[src/logic/rcc_pkg.sv]
// holds constants and types shared by the clock reference control block
// assumes a single mclk domain at 40 MHz
package rcc_pkg;

  // ----------------------------------------
  // oscillator nominal rates
  // ----------------------------------------
  localparam int unsigned RCC_SLOW_RC_HZ = 64000;
  localparam int unsigned RCC_FAST_RC_HZ = 13000000;
  localparam int unsigned RCC_MCLK_HZ = 40000000;

  // ----------------------------------------
  // trim register map and values
  // ----------------------------------------
  localparam logic [15:0] RCC_ADDR_TRIM_A = 16'h0911;
  localparam logic [15:0] RCC_ADDR_TRIM_B = 16'h0912;
  localparam logic [7:0] RCC_TRIM_POR = 8'h05;
  localparam logic [7:0] RCC_TRIM_CRYSTAL_OSCILLATOR_STBY = 8'h12;
  localparam logic [7:0] RCC_TRIM_MIN = 8'h00;
  localparam logic [7:0] RCC_TRIM_MAX = 8'h2F;

  // ----------------------------------------
  // command argument fields
  // ----------------------------------------
  localparam int unsigned RCC_SLEEP_WARM_BIT = 0;
  localparam int unsigned RCC_SLEEP_RTC_BIT = 1;
  localparam int unsigned RCC_VOLT_W = 3;
  localparam int unsigned RCC_TICK_W = 24;
  localparam logic [RCC_TICK_W-1:0] RCC_TICKS_ONE = 24'h000001;

  // ----------------------------------------
  // synchroniser depth for the slow rc pin
  // ----------------------------------------
  localparam int unsigned RCC_SYNC_STAGES = 3;

  typedef enum logic [2:0] {
    RCC_OP_NOP,
    RCC_OP_WRITE_REG,
    RCC_OP_READ_REG,
    RCC_OP_SLEEP,
    RCC_OP_STDBY_RC,
    RCC_OP_CRYSTAL_STANDBY_STATE,
    RCC_OP_SET_AUX_SUPPLY
  } rcc_op_e;

  typedef enum logic [1:0] {
    RCC_ST_SLEEP,
    RCC_ST_STDBY_RC,
    RCC_ST_CRYSTAL_STANDBY_STATE
  } rcc_state_e;

endpackage

[src/logic/rcc_rtc_if.sv]
// carries the wake timer request and its answer between the two modules
// assumes both ends run on mclk
`timescale 1ns/1ps
interface rcc_rtc_if;
  import rcc_pkg::*;
  logic start;
  logic abort;
  logic [RCC_TICK_W-1:0] ticks;
  logic busy;
  logic expire;
  modport owner (output start, output abort, output ticks,
                 input busy, input expire);
  modport timer (input start, input abort, input ticks,
                 output busy, output expire);
endinterface

[src/logic/rcc_rtc_timer.sv]
// counts slow rc oscillator edges to time wake events
// assumes slow_rc_clk arrives asynchronously from the oscillator
`timescale 1ns/1ps
module rcc_rtc_timer
  import rcc_pkg::*;
(
  input wire logic mclk,
  input wire logic rst,
  input wire logic slow_rc_clk,
  rcc_rtc_if.timer rtc
);

  logic [RCC_SYNC_STAGES-1:0] sync;
  logic level;
  logic [RCC_TICK_W-1:0] count;
  logic busy;
  logic expire;

  // ----------------------------------------
  // pin synchroniser and filter
  // ----------------------------------------
  wire agree = sync[1] == sync[2];
  wire next_level = agree ? sync[2] : level;
  wire tick = next_level && !level;

  always_ff @(posedge mclk or posedge rst) begin
    if (rst) begin
      sync <= '0;
      level <= 1'b0;
    end else begin
      sync <= {sync[1:0], slow_rc_clk};
      level <= next_level;
    end
  end

  // ----------------------------------------
  // down counter
  // ----------------------------------------
  wire [RCC_TICK_W-1:0] load =
    (rtc.ticks == '0) ? RCC_TICKS_ONE : rtc.ticks;
  wire done = busy && tick && (count == RCC_TICKS_ONE);

  always_ff @(posedge mclk or posedge rst) begin
    if (rst) begin
      count <= '0;
      busy <= 1'b0;
      expire <= 1'b0;
    end else begin
      expire <= done && !rtc.abort && !rtc.start;
      if (rtc.start) begin
        count <= load;
        busy <= 1'b1;
      end else if (rtc.abort || done) begin
        busy <= 1'b0;
      end else if (busy && tick) begin
        count <= count - RCC_TICKS_ONE;
      end
    end
  end

  assign rtc.busy = busy;
  assign rtc.expire = expire;

  property p_rtc_expire;
    @(posedge mclk) disable iff (rst)
    expire |-> $past(busy) && $past(count) == RCC_TICKS_ONE && !busy;
  endproperty
  a_rtc_expire: assert property (p_rtc_expire)
    else $error("wake timer expired without counting out");

endmodule

[src/logic/rcc_clock_ref.sv]
// clock reference control: rc oscillator enables, crystal or
// compensated oscillator selection, crystal trim registers
// assumes commands arrive decoded from the serial port on mclk
`timescale 1ns/1ps

// Operation
// - slow and fast rc oscillators, independent
// - slow rc wakes device from sleep
// - timed events counted on slow rc
// - fast rc on during serial traffic
// - reference from crystal or compensated oscillator
// - two independent trim capacitors
// - trim a at 0x0911, b at 0x0912
// - linear code, 0x00 to 0x2F
// - power on or cold wake loads 0x05
// - entering crystal standby writes 0x12
// - aux supply command sets trim a 0x2F
// - aux pin supplies oscillator, programmed level
// - compensated mode held until chip reset
module rcc_clock_ref
  import rcc_pkg::*;
(
  input wire logic mclk,
  input wire logic rst,
  input wire logic slow_rc_clk,
  input wire logic spi_busy,
  input wire logic cmd_valid,
  input wire rcc_op_e cmd_op,
  input wire logic [15:0] cmd_addr,
  input wire logic [7:0] cmd_data,
  input wire logic [RCC_TICK_W-1:0] cmd_arg,
  output logic [7:0] rd_data,
  output logic rd_valid,
  output logic [7:0] crystal_trim_a,
  output logic [7:0] crystal_trim_b,
  output logic slow_rc_osc_en,
  output logic fast_rc_osc_en,
  output logic crystal_oscillator_en,
  output logic compensated_oscillator_sel,
  output logic [RCC_VOLT_W-1:0] aux_supply_level,
  output logic aux_io_pin_out,
  output logic aux_io_pin_oe_n,
  output logic asleep
);

  rcc_state_e state;
  rcc_state_e next_state;
  logic warm;
  logic rtc_wake;
  logic compensated_oscillator_mode;

  rcc_rtc_if rtc ();

  rcc_rtc_timer u_timer (
    .mclk(mclk),
    .rst(rst),
    .slow_rc_clk(slow_rc_clk),
    .rtc(rtc)
  );

  function automatic logic [7:0] sat_trim(input logic [7:0] code);
    return (code > RCC_TRIM_MAX) ? RCC_TRIM_MAX : code;
  endfunction

  // ----------------------------------------
  // command decode
  // ----------------------------------------
  wire do_wr = cmd_valid && cmd_op == RCC_OP_WRITE_REG;
  wire do_rd = cmd_valid && cmd_op == RCC_OP_READ_REG;
  wire do_sleep = cmd_valid && cmd_op == RCC_OP_SLEEP;
  wire do_rc = cmd_valid && cmd_op == RCC_OP_STDBY_RC;
  wire do_crystal_oscillator = cmd_valid && cmd_op == RCC_OP_CRYSTAL_STANDBY_STATE;
  wire do_aux = cmd_valid && cmd_op == RCC_OP_SET_AUX_SUPPLY;
  wire sel_a = cmd_addr == RCC_ADDR_TRIM_A;
  wire sel_b = cmd_addr == RCC_ADDR_TRIM_B;
  wire in_sleep = state == RCC_ST_SLEEP;
  wire wake = in_sleep && (cmd_valid || rtc.expire);
  wire wake_cold = wake && !warm;
  wire enter_crystal_oscillator = do_crystal_oscillator && state != RCC_ST_CRYSTAL_STANDBY_STATE;

  // ----------------------------------------
  // state sequencing
  // ----------------------------------------
  always_comb begin
    next_state = state;
    case (state)
      RCC_ST_SLEEP: begin
        if (wake) begin
          next_state = RCC_ST_STDBY_RC;
        end
      end
      RCC_ST_STDBY_RC, RCC_ST_CRYSTAL_STANDBY_STATE: begin
        next_state = state;
      end
      default: begin
        next_state = RCC_ST_STDBY_RC;
      end
    endcase
    if (do_sleep) begin
      next_state = RCC_ST_SLEEP;
    end else if (do_crystal_oscillator) begin
      next_state = RCC_ST_CRYSTAL_STANDBY_STATE;
    end else if (do_rc) begin
      next_state = RCC_ST_STDBY_RC;
    end
  end

  // ----------------------------------------
  // trim register updates
  // ----------------------------------------
  // independent trim values
  wire [7:0] next_trim_a =
    do_aux ? RCC_TRIM_MAX :
    (do_wr && sel_a) ? sat_trim(cmd_data) :
    enter_crystal_oscillator ? RCC_TRIM_CRYSTAL_OSCILLATOR_STBY :
    wake_cold ? RCC_TRIM_POR : crystal_trim_a;
  wire [7:0] next_trim_b =
    (do_wr && sel_b) ? sat_trim(cmd_data) :
    enter_crystal_oscillator ? RCC_TRIM_CRYSTAL_OSCILLATOR_STBY :
    wake_cold ? RCC_TRIM_POR : crystal_trim_b;
  wire [7:0] read_value =
    sel_a ? crystal_trim_a : sel_b ? crystal_trim_b : 8'h00;
  wire next_compensated_oscillator = compensated_oscillator_mode || do_aux;

  always_ff @(posedge mclk or posedge rst) begin
    if (rst) begin
      crystal_trim_a <= RCC_TRIM_POR;
      crystal_trim_b <= RCC_TRIM_POR;
    end else begin
      crystal_trim_a <= next_trim_a;
      crystal_trim_b <= next_trim_b;
    end
  end

  always_ff @(posedge mclk or posedge rst) begin
    if (rst) begin
      state <= RCC_ST_STDBY_RC;
      warm <= 1'b0;
      rtc_wake <= 1'b0;
      rd_data <= 8'h00;
      rd_valid <= 1'b0;
    end else begin
      state <= next_state;
      rd_valid <= do_rd;
      if (do_rd) begin
        rd_data <= read_value;
      end
      if (do_sleep) begin
        warm <= cmd_data[RCC_SLEEP_WARM_BIT];
        rtc_wake <= cmd_data[RCC_SLEEP_RTC_BIT];
      end else if (wake) begin
        rtc_wake <= 1'b0;
      end
    end
  end

  always_ff @(posedge mclk or posedge rst) begin
    if (rst) begin
      compensated_oscillator_mode <= 1'b0;
      aux_supply_level <= '0;
      crystal_oscillator_en <= 1'b0;
    end else begin
      compensated_oscillator_mode <= next_compensated_oscillator;
      if (do_aux) begin
        aux_supply_level <= cmd_data[RCC_VOLT_W-1:0];
      end
      crystal_oscillator_en <=
        next_state == RCC_ST_CRYSTAL_STANDBY_STATE && !next_compensated_oscillator;
    end
  end

  // ----------------------------------------
  // wake timer and outputs
  // ----------------------------------------
  // sleep timer start
  assign rtc.start = do_sleep && cmd_data[RCC_SLEEP_RTC_BIT];
  assign rtc.ticks = cmd_arg;
  assign rtc.abort = in_sleep && cmd_valid;

  assign slow_rc_osc_en = in_sleep && rtc_wake;
  assign fast_rc_osc_en = spi_busy || cmd_valid || !in_sleep;
  assign compensated_oscillator_sel = compensated_oscillator_mode;
  assign aux_io_pin_out = compensated_oscillator_mode;
  assign aux_io_pin_oe_n = !compensated_oscillator_mode;
  assign asleep = in_sleep;

  // ----------------------------------------
  // checks
  // ----------------------------------------
  // cold wake reload
  property p_cold_wake;
    @(posedge mclk) disable iff (rst)
    wake_cold && !cmd_valid |=>
      crystal_trim_a == RCC_TRIM_POR && crystal_trim_b == RCC_TRIM_POR;
  endproperty
  a_cold_wake: assert property (p_cold_wake)
    else $error("cold wake did not reload trims");

  property p_crystal_oscillator_overwrite;
    @(posedge mclk) disable iff (rst)
    enter_crystal_oscillator |=> crystal_trim_a == RCC_TRIM_CRYSTAL_OSCILLATOR_STBY &&
      crystal_trim_b == RCC_TRIM_CRYSTAL_OSCILLATOR_STBY &&
      state == RCC_ST_CRYSTAL_STANDBY_STATE;
  endproperty
  a_crystal_oscillator_overwrite: assert property (p_crystal_oscillator_overwrite)
    else $error("crystal standby entry did not overwrite trims");

  property p_aux_trim;
    @(posedge mclk) disable iff (rst)
    do_aux |=> crystal_trim_a == RCC_TRIM_MAX && compensated_oscillator_mode &&
      crystal_trim_b == ($past(wake_cold) ? RCC_TRIM_POR :
      $past(crystal_trim_b));
  endproperty
  a_aux_trim: assert property (p_aux_trim)
    else $error("aux supply command did not set trim a");

  property p_compensated_oscillator_sticky;
    @(posedge mclk) disable iff (rst)
    compensated_oscillator_mode |=> compensated_oscillator_mode [*4];
  endproperty
  a_compensated_oscillator_sticky: assert property (p_compensated_oscillator_sticky)
    else $error("compensated mode dropped without reset");

  property p_ref_excl;
    @(posedge mclk) disable iff (rst)
    crystal_oscillator_en |-> !compensated_oscillator_sel &&
      state == RCC_ST_CRYSTAL_STANDBY_STATE;
  endproperty
  a_ref_excl: assert property (p_ref_excl)
    else $error("crystal enabled alongside compensated source");

  property p_fast_rc;
    @(posedge mclk) disable iff (rst)
    spi_busy || cmd_valid |-> fast_rc_osc_en;
  endproperty
  a_fast_rc: assert property (p_fast_rc)
    else $error("fast rc off during serial traffic");

  property p_trim_range;
    @(posedge mclk) disable iff (rst)
    do_wr && sel_b |=> crystal_trim_b == ($past(cmd_data) > RCC_TRIM_MAX ?
      RCC_TRIM_MAX : $past(cmd_data));
  endproperty
  a_trim_range: assert property (p_trim_range)
    else $error("trim b write out of range or lost");

  property p_read_a;
    @(posedge mclk) disable iff (rst)
    do_rd && sel_a |=> rd_valid && rd_data == $past(crystal_trim_a);
  endproperty
  a_read_a: assert property (p_read_a)
    else $error("read of trim a returned wrong value");

  property p_aux_drive;
    @(posedge mclk) disable iff (rst)
    do_aux |=> !aux_io_pin_oe_n && aux_io_pin_out &&
      aux_supply_level == $past(cmd_data[RCC_VOLT_W-1:0]);
  endproperty
  a_aux_drive: assert property (p_aux_drive)
    else $error("aux pin not driving programmed supply");

  property p_slow_rc;
    @(posedge mclk) disable iff (rst)
    rtc.busy && in_sleep |-> slow_rc_osc_en;
  endproperty
  a_slow_rc: assert property (p_slow_rc)
    else $error("slow rc off while sleep timer runs");

endmodule

[config.mk]
export PLATFORM = sky130hd
export DESIGN_NAME = rcc_clock_ref
export DESIGN_NICKNAME = d
export VERILOG_FILES = /design/src/logic/rcc_pkg.sv /design/src/logic/rcc_rtc_if.sv /design/src/logic/rcc_rtc_timer.sv /design/src/logic/rcc_clock_ref.sv
export SDC_FILE = /design/constraint.sdc
export NUM_CORES = 1
export LEC_CHECK = 0
export ABC_AREA = 1
export BUFFER_PORTS_ARGS = -buffer_cell sky130_fd_sc_hd__buf_2
export CORE_ASPECT_RATIO = 1.1
export CORE_MARGIN = 4
export CORE_UTILIZATION = 30
export CTS_BUF_LIST = sky130_fd_sc_hd__clkbuf_8
export DETAILED_ROUTE_END_ITERATION = 6
export GPL_ROUTABILITY_DRIVEN = 0
export HOLD_SLACK_MARGIN = 0.15
export PLACE_DENSITY = 0.49
export SYNTH_ARGS = -nofsm -noshare
export SYNTH_HDL_FRONTEND = slang
export SYNTH_SLANG_ARGS = --single-unit
[constraint.sdc]
create_clock -name mclk -period 2.9 [get_ports mclk]
set_clock_uncertainty 0.1 [all_clocks]
set_input_delay 0.58 -clock mclk [delete_from_list [all_inputs] [get_ports mclk]]
set_output_delay 0.58 -clock mclk [all_outputs]
set_load 0.05 [all_outputs]
==> out/results.tsv <==
stage	metric	value	unit
route	drtAntennaViolNets	0	
route	wl_met2	5.479	mm
setup_path	startpoint_type	register	
placed_design	portBuffers	90	
sta	slew_headroom	0.5448	
cts	cts.repair.resized	0	
global_route	grt_pass1_wl	18.32	mm
route	m1WireLength	4.751	mm
yosys	synth_cells	550	
setup_path	critical-path-top-delay-family	flip-flops	
route	initialDrtViolationCount	168	
cts	cts_setup_buffers	0	
finish	layout_common_cells	nand2_1 (177), buf_2 (90), nor2_1 (72)	
floorplan	coreArea	12240	um^2
route	vias	3755	
cts	cts-htree-levels	3	
route	met3WireLength	482	um
setup_path	cp_slowest_stage_delay	0.53	ns
sta	min_period	2.150	ns
cts	cts_hold_buf	0	
cts	ctsLongestPathBuffers	2	
pwr	vdd_drop_max	0.3103	mV
finish	num_antenna_cells	0	
sta	clock.fmax	465.0	MHz
yosys	syn-num-nets	608	
setup_path	cp-end-kind	primary output	
yosys	ys_ff_latch	64	
finish	nets	702	
finish	mostFrequentLayoutCell	nand2_1	
yosys	seq_area_frac_synth	0.4208	
global_route	antenna_found_initial	0	
yosys	avgSynthCellArea	6.948	um^2
route	post_drt_wl_per_cell	13.52	um
cts	clk_pin_slew	0.07	ns
setup_path	crit_chain	inv_1, nand2_1, inv_1, nand2_1, buf_2	
setup_path	path_buf_inv	3	
finish	syn_to_final_growth	22.72	%
floorplan	fp-row-count	42	
placed_design	postPlaceCellArea	4437	um^2
run	max-cap-violations	0	
finish	finalInstanceArea	4690	um^2
yosys	yosysUniqueCellTypes	36	
floorplan	start_util	0.3121	
setup_path	worstSetupPathType	register to primary output	
finish	fin_util	0.3830	
sta	rsz0062_at_grt	no	
yosys	yosys_most_used_dff	dfrtp_1	
global_route	grt_pass1_vias	3833	
cts	cts_tree	done	
setup_path	path_max_fanout	4	
finish	fill_cells	1319	
yosys	syn_area	3821	um^2
sta	setup_tns	0	ns
yosys	async_reset_ff_frac	1.000	
route	drt-total-wl	10.86	mm
sta	drv_slew	0	
cts	clkLatencyLatePin	0.34	ns
route	drc_errors	0	
route	routed_via_density	4.676	
floorplan	dieArea	14610	um^2
sta	post-route-period-util	0.7415	
sta	setup_violations	0	
outcome	status	finished clean	
pwr	powerDensity	774.0	nW/um^2
sta	finalWorstSetupSlack	0.7497	ns
sta	hold_violations	0	
cts	clockRootBuffer	clkbuf_8	
global_route	grt_overflow	0	
floorplan	die_h	126.4	um
cts	numCtsBuffers	9	
yosys	yosysWarnings	0	
finish	drive_gt1_frac	0.2234	
placed_design	post-place-ws	0.7800	ns
yosys	synth-edff-count	0	
floorplan	boundaryPins	91	
route	dr.pass1.iters	4	
route	top_layer	met4	
global_route	grt_max_degree	65	
sta	worstMarginPinSlew	0.6756	ns
pwr	leakage	2.565	nW
floorplan	die_w	115.6	um
global_route	track_usage	0.1553	
setup_path	cp.arrival	1.47	ns
placed_design	dp.final_hpwl	8.401	mm
cts	clkSinkCount	64	
setup_path	critical-path-slowest-cell	dfstp_2	
setup_path	cp.required	2.22	ns
worst_hold_path	hold_path.class	primary input to asynchronous set/reset pin	
## worst reg2reg max path: stages (launching register included)
cell	delay, ns
dfrtp_1	0.45
nor2_1	0.20
nand2_1	0.11
nor2_2	0.42
nand2_1	0.18
o21bai_1	0.16
nand3_1	0.08
nand3_1	0.07
nand2_1	0.05
## layer usage
layer	GRT usage	up-vias
li1	-	1927
met3	0.02477	11
met1	0.1966	1737
met4	0.05041	0
met2	0.2684	80
met5	0	-
## power by group
| group | leakage, nW | switching, mW | internal [mW] |
|---|---|---|---|
| Combinational | 1.61 | 0.948 | 0.433 |
| Clock | 0.123 | 0.372 | 0.599 |
| Sequential | 0.828 | 0.198 | 1.08 |
## cell usage after synthesis, types with 3 or more instances
cell type / instances / share of area
nand2_2: 4 / 0.0065
o31ai_1: 3 / 0.0059
buf_4: 3 / 0.0059
nand3_1: 54 / 0.071
buf_2: 7 / 0.0092
nor2_2: 9 / 0.015
nor2_1: 73 / 0.072
nand4_1: 14 / 0.023
o21ai_1: 4 / 0.0052
dfstp_2: 5 / 0.034
nor3_1: 4 / 0.0052
o21ai_0: 32 / 0.042
inv_1: 69 / 0.068
nand2_1: 177 / 0.17
dfrtp_1: 59 / 0.39
nand3_2: 3 / 0.0079
## flip-flops by register name, summed over array words and instances, names as in the netlist
| name | count |
|---|---|
| u_timer.rtc.busy | 1 |
| crystal_trim_a | 8 |
| rd_valid | 1 |
| aux_io_pin_out | 1 |
| u_timer.rtc.expire | 1 |
| u_timer.sync | 3 |
| rtc_wake | 1 |
| crystal_trim_b | 8 |
| rd_data | 8 |
| warm | 1 |
| u_timer.level | 1 |
| u_timer.count | 24 |
| state | 2 |
| crystal_oscillator_en | 1 |
| aux_supply_level | 3 |
## path summary, 6_finish.rpt
check                                       from                end  slack, ns  cells past startpoint
worst min register to register   u_timer.sync[0]    u_timer.sync[1]       0.25                      0
min in group mclk                    slow_rc_clk    u_timer.sync[0]       0.24                      1
worst max-delay path                    state[0]     fast_rc_osc_en       0.75                      5
max in group asynchronous                    rst           state[0]       2.18                      3
worst min-delay path                         rst  u_timer.count[21]       0.19                      3
worst max register to register  u_timer.count[4]  u_timer.count[19]       0.97                      8
## per-stage QoR
| stage | cells | hold WS [ns] | power (mW) |
|---|---|---|---|
| 2_1_floorplan | 550 | 0.2312 | 2.324 |
| 3_3_place_gp | 787 | 0.2360 | 2.671 |
| 3_5_place_dp | 787 | 0.2379 | 2.682 |
| 4_1_cts | 803 | 0.2118 | 3.676 |
| 5_1_grt | 803 | 0.2156 | 3.959 |
| 6_report | 803 | 0.1855 | 3.630 |
## cell families (layout without fill, tap and decap cells)
logic type      after synthesis  after routing  synth area share
buf+inv                      83            182           0.09070
compound gates               48             48           0.07007
xor+xnor                      4              4          0.009170
simple gates                347            347            0.3972
fa+ha+maj                     3              3          0.009167
mux                           1              1          0.002947
flops                        64             64            0.4208
## area by class of cell
| class | instances | area (um^2) | share of cell area |
|---|---|---|---|
| multi-input combinational | 403 | 1869 | 0.3986 |
| clock buffer | 10 | 137.6 | 0.02935 |
| inverter | 71 | 266.5 | 0.05683 |
| clock inverter | 6 | 115.1 | 0.02455 |
| timing repair buffer | 95 | 500.5 | 0.1067 |
| sequential | 64 | 1608 | 0.3428 |
| tap | 154 | 192.7 | 0.04109 |
Power figures use the tool's default switching activity.
